[src/core/i2c_target_pkg.sv]
package i2c_target_pkg;

   // Core clock
   localparam int          CLK_PERIOD_NS      = 20;

   // Register offsets
   localparam logic [7:0]  OFS_DEVICE_STATUS  = 8'h00;
   localparam logic [7:0]  OFS_GENERAL_CONFIG = 8'h01;
   localparam logic [7:0]  OFS_OUTPUT_DATA    = 8'h02;
   localparam logic [7:0]  OFS_AVG_RATIO      = 8'h03;
   localparam logic [7:0]  OFS_OP_MODE        = 8'h04;
   localparam logic [7:0]  OFS_CHAN_FUNC      = 8'h05;
   localparam logic [7:0]  OFS_DIG_DIRECTION  = 8'h07;
   localparam logic [7:0]  OFS_DRIVE_TYPE     = 8'h09;
   localparam logic [7:0]  OFS_DIG_OUT_LEVELS = 8'h0B;
   localparam logic [7:0]  OFS_DIG_IN_LEVELS  = 8'h0D;
   localparam logic [7:0]  OFS_SEQ_CONFIG     = 8'h10;
   localparam logic [7:0]  OFS_MANUAL_CHAN    = 8'h11;
   localparam logic [7:0]  OFS_SEQ_CHAN_EN    = 8'h12;
   localparam int          REG_IDX_W          = 5;
   localparam int          REG_SPAN           = 32;

   // Reset values and field positions
   localparam logic [7:0]  STATUS_RESET       = 8'h80;
   localparam logic [7:0]  DEFAULT_RESET      = 8'h00;
   localparam int          STATUS_HS_BIT      = 6;
   localparam int          GEN_RST_BIT        = 0;

   // Command opcodes
   localparam logic [7:0]  OP_READ_ONE        = 8'h10;
   localparam logic [7:0]  OP_WRITE_ONE       = 8'h08;
   localparam logic [7:0]  OP_SET_BITS        = 8'h18;
   localparam logic [7:0]  OP_CLEAR_BITS      = 8'h20;
   localparam logic [7:0]  OP_READ_BLOCK      = 8'h30;
   localparam logic [7:0]  OP_WRITE_BLOCK     = 8'h28;

   // General call and high-speed entry codes
   localparam logic [7:0]  GC_ADDR_BYTE       = 8'h00;
   localparam logic [7:0]  GC_SOFT_RESET      = 8'h06;
   localparam logic [7:0]  GC_ADDR_EVAL       = 8'h04;
   localparam logic [7:0]  HS_CODE_MASK       = 8'hF9;
   localparam logic [7:0]  HS_CODE_MATCH      = 8'h09;

   // Own address: upper bits fixed (arbitrary value), low three from strap
   localparam logic [6:0]  TARGET_ADDR_BASE   = 7'h10;
   localparam int          ADDR_EVAL_NS       = 200;
   localparam int          ADDR_EVAL_CYC      = (ADDR_EVAL_NS + CLK_PERIOD_NS - 1) / CLK_PERIOD_NS;

   typedef struct packed {
      logic [7:0] general_configuration;
      logic [7:0] output_data_configuration;
      logic [7:0] averaging_ratio_config;
      logic [7:0] operating_mode_config;
      logic [7:0] channel_function_select;
      logic [7:0] digital_direction_config;
      logic [7:0] output_drive_type_config;
      logic [7:0] digital_output_levels;
      logic [7:0] sequencer_configuration;
      logic [7:0] manual_channel_select;
      logic [7:0] sequence_channel_enables;
   } cfg_t;

   function automatic logic reg_mapped(input logic [7:0] a);
      case (a)
         OFS_DEVICE_STATUS, OFS_GENERAL_CONFIG, OFS_OUTPUT_DATA, OFS_AVG_RATIO,
         OFS_OP_MODE, OFS_CHAN_FUNC, OFS_DIG_DIRECTION, OFS_DRIVE_TYPE,
         OFS_DIG_OUT_LEVELS, OFS_DIG_IN_LEVELS, OFS_SEQ_CONFIG, OFS_MANUAL_CHAN,
         OFS_SEQ_CHAN_EN: reg_mapped = 1'b1;
         default:         reg_mapped = 1'b0;
      endcase
   endfunction

   function automatic logic reg_writable(input logic [7:0] a);
      reg_writable = reg_mapped(a) && (a != OFS_DIG_IN_LEVELS) && (a != OFS_DEVICE_STATUS);
   endfunction

   function automatic logic [7:0] reg_reset(input logic [7:0] a);
      reg_reset = (a == OFS_DEVICE_STATUS) ? STATUS_RESET : DEFAULT_RESET;
   endfunction

endpackage

[src/core/i2c_line_events.sv]
`timescale 1ns/10ps
`default_nettype none
module i2c_line_events
   import i2c_target_pkg::*;
(
   input  wire logic i_clk,
   input  wire logic i_rst_b,
   input  wire logic i_scl,
   input  wire logic i_sda,
   output logic      o_sda_q,
   output logic      o_scl_rise,
   output logic      o_scl_fall,
   output logic      o_start,
   output logic      o_stop
);
   logic scl_reg;
   logic sda_reg;

   // Previous line levels; idle bus is high
   always_ff @(posedge i_clk or negedge i_rst_b) begin
      if (!i_rst_b) begin
         scl_reg <= 1'b1;
         sda_reg <= 1'b1;
      end else begin
         scl_reg <= i_scl;
         sda_reg <= i_sda;
      end
   end

   // Edges and bus conditions; SDA moving while SCL high marks start/stop
   assign o_sda_q    = sda_reg;
   assign o_scl_rise = i_scl & ~scl_reg;
   assign o_scl_fall = ~i_scl & scl_reg;
   assign o_start    = i_scl & scl_reg & sda_reg & ~i_sda;
   assign o_stop     = i_scl & scl_reg & ~sda_reg & i_sda;
endmodule
`default_nettype wire

[src/core/reg_store.sv]
`timescale 1ns/10ps
`default_nettype none
module reg_store
   import i2c_target_pkg::*;
(
   input  wire logic       i_clk,
   input  wire logic       i_rst_b,
   input  wire logic       i_soft_rst,
   input  wire logic [7:0] i_raddr,
   input  wire logic       i_we,
   input  wire logic [7:0] i_waddr,
   input  wire logic [7:0] i_wdata,
   output logic      [7:0] o_rdata,
   output cfg_t            o_cfg
);
   logic [7:0] mem_reg [0:REG_SPAN-1];

   // Storage; reserved and read-only offsets never change
   // unmapped offsets ignored
   always_ff @(posedge i_clk or negedge i_rst_b) begin
      if (!i_rst_b) begin
         for (int i = 0; i < REG_SPAN; i++) begin
            mem_reg[i] <= reg_reset(8'(i));
         end
      end else if (i_soft_rst) begin
         for (int i = 0; i < REG_SPAN; i++) begin
            mem_reg[i] <= reg_reset(8'(i));
         end
      end else if (i_we && reg_writable(i_waddr)) begin
         mem_reg[i_waddr[REG_IDX_W-1:0]] <= i_wdata;
      end
   end

   // Registered read; unmapped offsets read zero
   always_ff @(posedge i_clk or negedge i_rst_b) begin
      if (!i_rst_b) begin
         o_rdata <= 8'h00;
      end else begin
         o_rdata <= reg_mapped(i_raddr) ? mem_reg[i_raddr[REG_IDX_W-1:0]] : 8'h00;
      end
   end

   // Configuration seen by the rest of the device
   assign o_cfg.general_configuration     = mem_reg[OFS_GENERAL_CONFIG[REG_IDX_W-1:0]];
   assign o_cfg.output_data_configuration = mem_reg[OFS_OUTPUT_DATA[REG_IDX_W-1:0]];
   assign o_cfg.averaging_ratio_config    = mem_reg[OFS_AVG_RATIO[REG_IDX_W-1:0]];
   assign o_cfg.operating_mode_config     = mem_reg[OFS_OP_MODE[REG_IDX_W-1:0]];
   assign o_cfg.channel_function_select   = mem_reg[OFS_CHAN_FUNC[REG_IDX_W-1:0]];
   assign o_cfg.digital_direction_config  = mem_reg[OFS_DIG_DIRECTION[REG_IDX_W-1:0]];
   assign o_cfg.output_drive_type_config  = mem_reg[OFS_DRIVE_TYPE[REG_IDX_W-1:0]];
   assign o_cfg.digital_output_levels     = mem_reg[OFS_DIG_OUT_LEVELS[REG_IDX_W-1:0]];
   assign o_cfg.sequencer_configuration   = mem_reg[OFS_SEQ_CONFIG[REG_IDX_W-1:0]];
   assign o_cfg.manual_channel_select     = mem_reg[OFS_MANUAL_CHAN[REG_IDX_W-1:0]];
   assign o_cfg.sequence_channel_enables  = mem_reg[OFS_SEQ_CHAN_EN[REG_IDX_W-1:0]];
endmodule
`default_nettype wire

[src/core/i2c_register_access_target.sv]
// Overview of operation
// Host selects a read register by address, read opcode, register address frames.
// After a read address frame the device shifts out the selected register.
// Single read repeats the same register byte for every extra byte clocked.
// Host ends each read with STOP or repeated START.
// Block read starts at the set address and advances one register per byte.
// Reads of offsets outside the map return zero.
// Block read past the last register keeps returning zero bytes.
// Single write is address, opcode, register address, data; data is stored.
// Set-bit command forces ones where the data byte has ones.
// Clear-bit command forces zeros where the data byte has ones.
// Block write stores each data byte at the next ascending address.
// Block-write bytes to unmapped offsets are acknowledged but change nothing.
// Block-write bytes beyond the address space are discarded.
// Host ends every write-type command with STOP or repeated START.
// Host should not write reserved offsets.
// Reset gives status 0x80 and zero in all other registers.
// General call is acknowledged; followed by 06h it resets the device.
// General call plus 04h re-reads own address; only general call answered meanwhile.
// Codes 09h/0Bh/0Dh/0Fh enter high-speed mode and flag it until STOP.
// First byte after write address is an opcode; unknown ones are refused.
`timescale 1ns/10ps
`default_nettype none
module i2c_register_access_target
   import i2c_target_pkg::*;
(
   input  wire logic       i_clk,
   input  wire logic       i_rst_b,
   input  wire logic       i_scl,
   input  wire logic       i_sda,
   input  wire logic [2:0] i_addr_sel,
   input  wire logic [7:0] i_dig_in_levels,
   output logic            o_sda_out,
   output logic            o_sda_oe,
   output logic            o_hs_mode,
   output cfg_t            o_cfg
);
   typedef enum logic [2:0] {
      ST_IDLE,
      ST_RX,
      ST_RX_ACK,
      ST_TX,
      ST_TX_ACK,
      ST_WAIT
   } state_t;

   state_t      state_reg;
   logic [3:0]  bit_cnt_reg;
   logic [7:0]  shift_reg;
   logic [1:0]  byte_cnt_reg;
   logic        is_read_reg;
   logic        is_gc_reg;
   logic [7:0]  opcode_reg;
   logic        rd_block_reg;
   logic        wr_done_reg;
   logic [7:0]  ptr_reg;
   logic        ptr_over_reg;
   logic [7:0]  tx_reg;
   logic        hs_reg;
   logic        oe_reg;
   logic        soft_rst_reg;
   logic [6:0]  own_addr_reg;
   logic [3:0]  eval_cnt_reg;
   logic        master_nack_reg;

   logic        sda_q;
   logic        scl_rise;
   logic        scl_fall;
   logic        start_cond;
   logic        stop_cond;
   logic [7:0]  rdata;
   logic [7:0]  rd_byte;
   logic [7:0]  wr_data;
   logic        wr_en;
   logic        rx_done;
   logic        byte_ack;
   logic        addr_busy;
   logic        op_known;
   logic        op_is_write;

   i2c_line_events u_events (
      .i_clk      (i_clk),
      .i_rst_b    (i_rst_b),
      .i_scl      (i_scl),
      .i_sda      (i_sda),
      .o_sda_q    (sda_q),
      .o_scl_rise (scl_rise),
      .o_scl_fall (scl_fall),
      .o_start    (start_cond),
      .o_stop     (stop_cond)
   );

   reg_store u_regs (
      .i_clk      (i_clk),
      .i_rst_b    (i_rst_b),
      .i_soft_rst (soft_rst_reg),
      .i_raddr    (ptr_reg),
      .i_we       (wr_en),
      .i_waddr    (ptr_reg),
      .i_wdata    (wr_data),
      .o_rdata    (rdata),
      .o_cfg      (o_cfg)
   );

   // Opcode classes
   assign op_known    = (opcode_reg == OP_READ_ONE) || (opcode_reg == OP_READ_BLOCK) ||
                        op_is_write;
   assign op_is_write = (opcode_reg == OP_WRITE_ONE) || (opcode_reg == OP_SET_BITS) ||
                        (opcode_reg == OP_CLEAR_BITS) || (opcode_reg == OP_WRITE_BLOCK);

   // Eighth bit finished on the falling clock edge
   assign rx_done   = (state_reg == ST_RX) && scl_fall && (bit_cnt_reg == 4'd8);
   assign addr_busy = (eval_cnt_reg != 4'd0);

   // Acknowledge decision for the byte just received
   always_comb begin
      byte_ack = 1'b0;
      case (byte_cnt_reg)
         2'd0: begin
            // general call acked
            if (shift_reg == GC_ADDR_BYTE) begin
               byte_ack = 1'b1;
            // own address ignored while re-evaluating
            end else if (!addr_busy && (shift_reg[7:1] == own_addr_reg)) begin
               byte_ack = 1'b1;
            end
         end
         2'd1: begin
            // unknown opcode refused
            byte_ack = is_gc_reg ||
                       (shift_reg == OP_READ_ONE) || (shift_reg == OP_READ_BLOCK) ||
                       (shift_reg == OP_WRITE_ONE) || (shift_reg == OP_SET_BITS) ||
                       (shift_reg == OP_CLEAR_BITS) || (shift_reg == OP_WRITE_BLOCK);
         end
         default: begin
            byte_ack = !is_gc_reg;
         end
      endcase
   end

   // Bus-level sequencing; start and stop override everything
   always_ff @(posedge i_clk or negedge i_rst_b) begin
      if (!i_rst_b) begin
         state_reg   <= ST_IDLE;
         bit_cnt_reg <= 4'd0;
      end else if (start_cond) begin
         state_reg   <= ST_RX;
         bit_cnt_reg <= 4'd0;
      end else if (stop_cond) begin
         state_reg   <= ST_IDLE;
         bit_cnt_reg <= 4'd0;
      end else begin
         case (state_reg)
            ST_RX: begin
               if (scl_rise) begin
                  bit_cnt_reg <= bit_cnt_reg + 4'd1;
               end else if (rx_done) begin
                  state_reg   <= byte_ack ? ST_RX_ACK : ST_WAIT;
                  bit_cnt_reg <= 4'd0;
               end
            end
            ST_RX_ACK: begin
               if (scl_fall) begin
                  // read address frame turns the bus round
                  state_reg <= (is_read_reg && (byte_cnt_reg == 2'd1)) ? ST_TX : ST_RX;
               end
            end
            ST_TX: begin
               if (scl_fall) begin
                  if (bit_cnt_reg == 4'd7) begin
                     state_reg   <= ST_TX_ACK;
                     bit_cnt_reg <= 4'd0;
                  end else begin
                     bit_cnt_reg <= bit_cnt_reg + 4'd1;
                  end
               end
            end
            ST_TX_ACK: begin
               if (scl_fall) begin
                  state_reg <= master_nack_reg ? ST_WAIT : ST_TX;
               end
            end
            ST_IDLE, ST_WAIT: begin
               bit_cnt_reg <= 4'd0;
            end
            default: begin
               state_reg <= ST_IDLE;
            end
         endcase
      end
   end

   // Receive shifter
   always_ff @(posedge i_clk or negedge i_rst_b) begin
      if (!i_rst_b) begin
         shift_reg <= 8'h00;
      end else if ((state_reg == ST_RX) && scl_rise) begin
         shift_reg <= {shift_reg[6:0], sda_q};
      end
   end

   // Frame position and transaction kind; repeated start keeps the pointer
   always_ff @(posedge i_clk or negedge i_rst_b) begin
      if (!i_rst_b) begin
         byte_cnt_reg <= 2'd0;
         is_read_reg  <= 1'b0;
         is_gc_reg    <= 1'b0;
         opcode_reg   <= 8'h00;
         wr_done_reg  <= 1'b0;
      end else if (start_cond) begin
         byte_cnt_reg <= 2'd0;
         is_read_reg  <= 1'b0;
         is_gc_reg    <= 1'b0;
         wr_done_reg  <= 1'b0;
      end else if (rx_done && byte_ack) begin
         if (byte_cnt_reg != 2'd3) begin
            byte_cnt_reg <= byte_cnt_reg + 2'd1;
         end
         if (byte_cnt_reg == 2'd0) begin
            is_read_reg <= shift_reg[0];
            is_gc_reg   <= (shift_reg == GC_ADDR_BYTE);
         end
         if ((byte_cnt_reg == 2'd1) && !is_gc_reg) begin
            opcode_reg <= shift_reg;
         end
         if (byte_cnt_reg == 2'd3) begin
            wr_done_reg <= 1'b1;
         end
      end
   end

   // Data byte store; single commands act once, block write every byte
   always_comb begin
      wr_en = rx_done && (byte_cnt_reg == 2'd3) && !is_gc_reg && op_is_write && !ptr_over_reg;
      if ((opcode_reg != OP_WRITE_BLOCK) && wr_done_reg) begin
         wr_en = 1'b0;
      end
      case (opcode_reg)
         // set selected bits
         OP_SET_BITS:   wr_data = rdata | shift_reg;
         // clear selected bits
         OP_CLEAR_BITS: wr_data = rdata & ~shift_reg;
         // plain store
         default:       wr_data = shift_reg;
      endcase
   end

   // Register pointer
   always_ff @(posedge i_clk or negedge i_rst_b) begin
      if (!i_rst_b) begin
         ptr_reg      <= 8'h00;
         ptr_over_reg <= 1'b0;
         rd_block_reg <= 1'b0;
      end else if (rx_done && byte_ack && (byte_cnt_reg == 2'd2) && !is_gc_reg) begin
         // address frame after a read opcode sets the pointer
         ptr_reg      <= shift_reg;
         ptr_over_reg <= 1'b0;
         rd_block_reg <= (opcode_reg == OP_READ_BLOCK);
      end else if (rx_done && (byte_cnt_reg == 2'd3) && (opcode_reg == OP_WRITE_BLOCK) &&
                   !is_gc_reg && !ptr_over_reg) begin
         // block write advances; stops at the top of the space
         {ptr_over_reg, ptr_reg} <= {1'b0, ptr_reg} + 9'd1;
      end else if ((state_reg == ST_TX_ACK) && scl_rise && !sda_q && rd_block_reg &&
                   !ptr_over_reg) begin
         // block read advances on host acknowledge; single read stays
         {ptr_over_reg, ptr_reg} <= {1'b0, ptr_reg} + 9'd1;
      end
   end

   // Outgoing byte: unmapped reads zero from the store, overflow reads zero
   always_comb begin
      if (ptr_over_reg) begin
         // past the last register
         rd_byte = 8'h00;
      end else if (ptr_reg == OFS_DIG_IN_LEVELS) begin
         rd_byte = i_dig_in_levels;
      end else if (ptr_reg == OFS_DEVICE_STATUS) begin
         rd_byte = rdata | (hs_reg ? (8'h01 << STATUS_HS_BIT) : 8'h00);
      end else begin
         // store returns zero for unmapped offsets
         rd_byte = rdata;
      end
   end

   // Transmit shifter; reloads at each byte boundary
   always_ff @(posedge i_clk or negedge i_rst_b) begin
      if (!i_rst_b) begin
         tx_reg <= 8'hFF;
      end else if (scl_fall && ((state_reg == ST_RX_ACK) || (state_reg == ST_TX_ACK))) begin
         // selected register shifted out
         tx_reg <= rd_byte;
      end else if (scl_fall && (state_reg == ST_TX)) begin
         tx_reg <= {tx_reg[6:0], 1'b1};
      end
   end

   // Host acknowledge sampled on its clock high
   always_ff @(posedge i_clk or negedge i_rst_b) begin
      if (!i_rst_b) begin
         master_nack_reg <= 1'b0;
      end else if ((state_reg == ST_TX_ACK) && scl_rise) begin
         master_nack_reg <= sda_q;
      end
   end

   // Open-drain drive, one clock behind the state for a clean flop output
   always_ff @(posedge i_clk or negedge i_rst_b) begin
      if (!i_rst_b) begin
         oe_reg <= 1'b0;
      end else begin
         oe_reg <= (state_reg == ST_RX_ACK) || ((state_reg == ST_TX) && !tx_reg[7]);
      end
   end

   // Soft reset pulse: general call 06h or the reset bit in general config
   always_ff @(posedge i_clk or negedge i_rst_b) begin
      if (!i_rst_b) begin
         soft_rst_reg <= 1'b0;
      end else begin
         // general call reset
         soft_rst_reg <= (rx_done && is_gc_reg && (byte_cnt_reg == 2'd1) &&
                          (shift_reg == GC_SOFT_RESET)) ||
                         (wr_en && (ptr_reg == OFS_GENERAL_CONFIG) && wr_data[GEN_RST_BIT]);
      end
   end

   // High-speed flag; a stop clears it, entry on a master code
   always_ff @(posedge i_clk or negedge i_rst_b) begin
      if (!i_rst_b) begin
         hs_reg <= 1'b0;
      end else if (rx_done && (byte_cnt_reg == 2'd0) &&
                   ((shift_reg & HS_CODE_MASK) == HS_CODE_MATCH)) begin
         // enter high-speed mode
         hs_reg <= 1'b1;
      end else if (stop_cond) begin
         hs_reg <= 1'b0;
      end
   end

   // Own address from the strap, caught after reset release and on request
   always_ff @(posedge i_clk or negedge i_rst_b) begin
      if (!i_rst_b) begin
         eval_cnt_reg <= 4'(ADDR_EVAL_CYC);
         own_addr_reg <= TARGET_ADDR_BASE;
      end else if (rx_done && is_gc_reg && (byte_cnt_reg == 2'd1) &&
                   (shift_reg == GC_ADDR_EVAL)) begin
         // restart address evaluation
         eval_cnt_reg <= 4'(ADDR_EVAL_CYC);
      end else if (addr_busy) begin
         eval_cnt_reg <= eval_cnt_reg - 4'd1;
         if (eval_cnt_reg == 4'd1) begin
            own_addr_reg <= {TARGET_ADDR_BASE[6:3], i_addr_sel};
         end
      end
   end

   // Line is only ever pulled low
   assign o_sda_out = 1'b0;
   assign o_sda_oe  = oe_reg;
   assign o_hs_mode = hs_reg;
   // status reset value lives in the store; reserved offsets stay zero
endmodule
`default_nettype wire

[config.mk]
export PLATFORM = sky130hd
export DESIGN_NAME = i2c_register_access_target
export DESIGN_NICKNAME = d
export VERILOG_FILES = /design/src/core/i2c_target_pkg.sv /design/src/core/i2c_line_events.sv /design/src/core/reg_store.sv /design/src/core/i2c_register_access_target.sv
export SDC_FILE = /design/constraint.sdc
export NUM_CORES = 1
export LEC_CHECK = 0
export ABC_AREA = 1
export BUFFER_PORTS_ARGS = -buffer_cell sky130_fd_sc_hd__buf_2
export CAP_MARGIN = 20
export CORE_MARGIN = 4
export CORE_UTILIZATION = 55
export DETAILED_ROUTE_END_ITERATION = 16
export PLACE_DENSITY = 0.82
export SYNTH_ARGS = -nofsm -noshare
export SYNTH_HDL_FRONTEND = slang
export SYNTH_SLANG_ARGS = --single-unit
[constraint.sdc]
create_clock -name i_clk -period 2.7 [get_ports i_clk]
set_clock_uncertainty 0.1 [all_clocks]
set_input_delay 0.27 -clock i_clk [delete_from_list [all_inputs] [get_ports i_clk]]
set_output_delay 0.27 -clock i_clk [all_outputs]
set_load 0.05 [all_outputs]
==> flow_summary.ini <==
[outcome]
status = complete, no violations

[floorplan]
initial_core_util = 0.560
ios = 106
dieHeight_um = 182
die_w_um = 182
core_area_um2 = 29700
fp-row-count = 63
dieArea_um2 = 33100

[synth]
synth-async-reset-ratio = 1.00
synth_most_common_cell = nand2_1
ys_top_cells_by_area = dfrtp_1 (47%), nand2_1 (8.4%), nand4_1 (7.1%), nand3_1 (6.1%), o21ai_0 (5.6%)
synth_seq_cells = 323
synth_common_cells = nand2_1 (373), dfrtp_1 (310), nor2_1 (229)
synth_edf_count = 0
synth_fp_nets = 2122
synth_area_um2 = 16700
ys_warn_count = 0
syn_avg_cell_area_um2 = 7.95
yosys.area.top_type = dfrtp_1
ys_types = 34
syn-instance-count = 2094
ys_seq_area_frac = 0.486
synthFlopType = dfrtp_1
synth_top_area_frac = 0.466

[power]
p_per_area_nw_per_um2 = 623
seq_power_share = 0.452
clkPwrFrac = 0.415
swShare = 0.285
pwr-share-comb = 0.133
power_mw = 11.5
vdd_drop_max_uv = 392
switchingPower_mw = 3.28
internal-power_mw = 8.22
p_leak_nw = 9.64

[final_layout]
multi_input_area_um2 = 6660
fill_cells = 2499
drive_gt1_frac = 0.139
seqCellArea_um2 = 8110
area_growth_pct = 10.9
fin_nets = 2147
antenna_cells = 0
largest_reg_flops = 168

[timing]
tns_ns = 0
fmax_mhz = 383
maxSlewHeadroom = 0.616
whs_ns = 0.0205
timing.final.crit_share = 0.967
hold_viol = 0
setup_viol = 0
worst_slew_pin_slew_ns = 0.577
finalCriticalPeriod_ns = 2.61
drv_slew = 0

[clock_network]
cts_buffers = 35
worstSkewPairLatency_ns = 0.53
cts_max_level = 2
cts_root_buffer = clkbuf_16
cts.clk_slew.worst_paths_ns = 0.06
clkSinkCount = 323
ctsLongestPathBuffers = 3
cts_tree = done

[worst_hold_path]
hold_start = i_dig_in_levels[0]
hold_path_depth = 4
hold_path.class = in -> reg
hold_end = tx_reg[0]$_DFFE_PN1P_

[critical_path]
critPathMaxFanout = 18
path_buf_inv = 2
r2r_start = ptr_reg[0]$_DFFE_PN0P_
path_delay_family = simple AND/OR/NAND/NOR gates
worstPathArrival_ns = 2.93
r2r-end = u_regs.o_cfg[22]$_DFFE_PN0P_
r2r_slack_ns = 0.09
worst_r2r_path_depth = 11
cp.required_ns = 3.02
crit_path_max_incr_delay_ns = 0.52
worstSetupPathType = reg -> reg
slowest_stage = dfrtp_4
start_kind = flop
end_kind = flop
cp_cell_sequence = ha_1 -> inv_2 -> ha_1 -> a21oi_1 -> nor2_1 -> nand2_1 -> nor3_4 -> buf_4 -> nand4_1 -> nand3_1 -> nand2_1

[grt]
grt_pass1_wl_um = 76800
grt_pass1_vias = 14700
antenna_found_initial = 0
overflow = 0
grt_usage = 0.281
grt_max_degree = 115

[place]
gp_congestion = 0.958
portBuffers = 104
hpwl_um = 30200

[job]
cap_violations = 0

[detailed_routing]
ant_nets = 0
wirelength_um = 47800
post-route-drc-count = 0
drt-initial-drc-count = 2137
firstDrtPassIters = 6
vias = 15500
wire_per_inst_um = 18.9
avgViaCountPerCell = 6.12
[per-stage QoR]
| stage | instance area, µm² | cells | setup WS, ns | util |
|---|---|---|---|---|
| 6_report | 18500 | 2534 | 0.0901 | 0.622 |
| 5_1_grt | 18500 | 2534 | -0.0137 | 0.622 |
| 4_1_cts | 18400 | 2521 | 0.137 | 0.618 |
| 3_5_place_dp | 17200 | 2452 | 0.170 | 0.577 |
| 3_3_place_gp | 17200 | 2452 | 0.213 | 0.577 |
| 2_1_floorplan | 16700 | 2094 | 0.0217 | - |
[worst max path at each step]
stage | cells after the start | endpoint | from
finish | 11 | u_regs.o_cfg[22]$_DFFE_PN0P_ | ptr_reg[0]$_DFFE_PN0P_
CTS | 11 | u_regs.o_cfg[63]$_DFFE_PN0P_ | ptr_reg[0]$_DFFE_PN0P_
global route | 11 | u_regs.o_cfg[12]$_DFFE_PN0P_ | ptr_reg[0]$_DFFE_PN0P_
detailed placement | 11 | u_regs.o_cfg[40]$_DFFE_PN0P_ | ptr_reg[0]$_DFFE_PN0P_
floorplan | 10 | u_regs.o_cfg[79]$_DFFE_PN0P_ | ptr_reg[0]$_DFFE_PN0P_
global placement | 11 | u_regs.o_cfg[61]$_DFFE_PN0P_ | ptr_reg[0]$_DFFE_PN0P_
[placed cells by master (no fill, tap or decap), types with 2 or more instances in the layout]
cell,instances
xnor2_1,2
nor2_2,16
nor2_4,3
nor2_1,229
dfrtp_1,307
a21oi_1,86
xor2_1,6
o21a_1,14
clkinv_1,2
nand2_2,4
clkbuf_16,36
nand3_2,2
inv_1,181
clkbuf_8,9
buf_2,103
nand2_1,372
inv_2,6
nand3_1,202
buf_12,9
nand4_1,189
dfrtp_4,2
clkinv_2,4
buf_4,74
nor3_1,11
clkbuf_1,9
dfstp_2,13
o21ai_0,185
ha_1,13
dlygate4sd3_1,7
o22ai_1,25
nor3_4,2
nand3b_1,3
nor3_2,4
[cell families (layout without fill, tap and decap cells)]
group	count (synthesis)	count (layout)	synth area share
AO/OA/AOI/OAI	313	313	0.0984
flip-flops	323	323	0.486
adder cells (fa/ha/maj)	13	13	0.00977
buffers and inverters	398	448	0.114
AND/OR/NAND/NOR	1038	1038	0.287
other	1	1	0.000225
XOR/XNOR	8	8	0.00421
[tightest hold or removal path, delay by kind of cell]
family | cells | cell delay, ns
buffers and inverters | 1 | 0.08
AND/OR/NAND/NOR | 2 | 0.13
AO/OA/AOI/OAI | 1 | 0.13
[cell type report]
class,count,share of cell area
Clock buffer,54,0.0573
Clock inverter,8,0.00447
Inverter,191,0.0394
Multi-Input combinational cell,1373,0.361
Sequential cell,323,0.439
Tap cell,390,0.0264
Timing Repair Buffer,195,0.0730
[routing by layer]
metal  GRT usage  share of wire  vias to the layer above
met5           0              0                        -
met4       0.106          0.039                        0
met3      0.0551           0.11                      192
met2       0.421           0.44                     1009
met1       0.409           0.41                     7351
li1            -              -                     6966
[power by group through the flow]
stage | combinational, mW | clock [mW] | sequential (mW)
6_report | 1.53 | 4.77 | 5.20
5_1_grt | 1.65 | 5.05 | 5.21
4_1_cts | 1.47 | 4.82 | 5.19
3_5_place_dp | 1.44 | 0 | 5.28
3_3_place_gp | 1.43 | 0 | 5.27
2_1_floorplan | 0.830 | 0 | 5.24
[what timing repair did]
action | in CTS | in global routing
resized for setup | 0 | 3
endpoints found under the hold margin | 64 | 0
hold buffers | 7 | 0
buffers inserted | 0 | 13
endpoints found under the setup margin | 0 | 53
(Power assumes the default switching activity.)
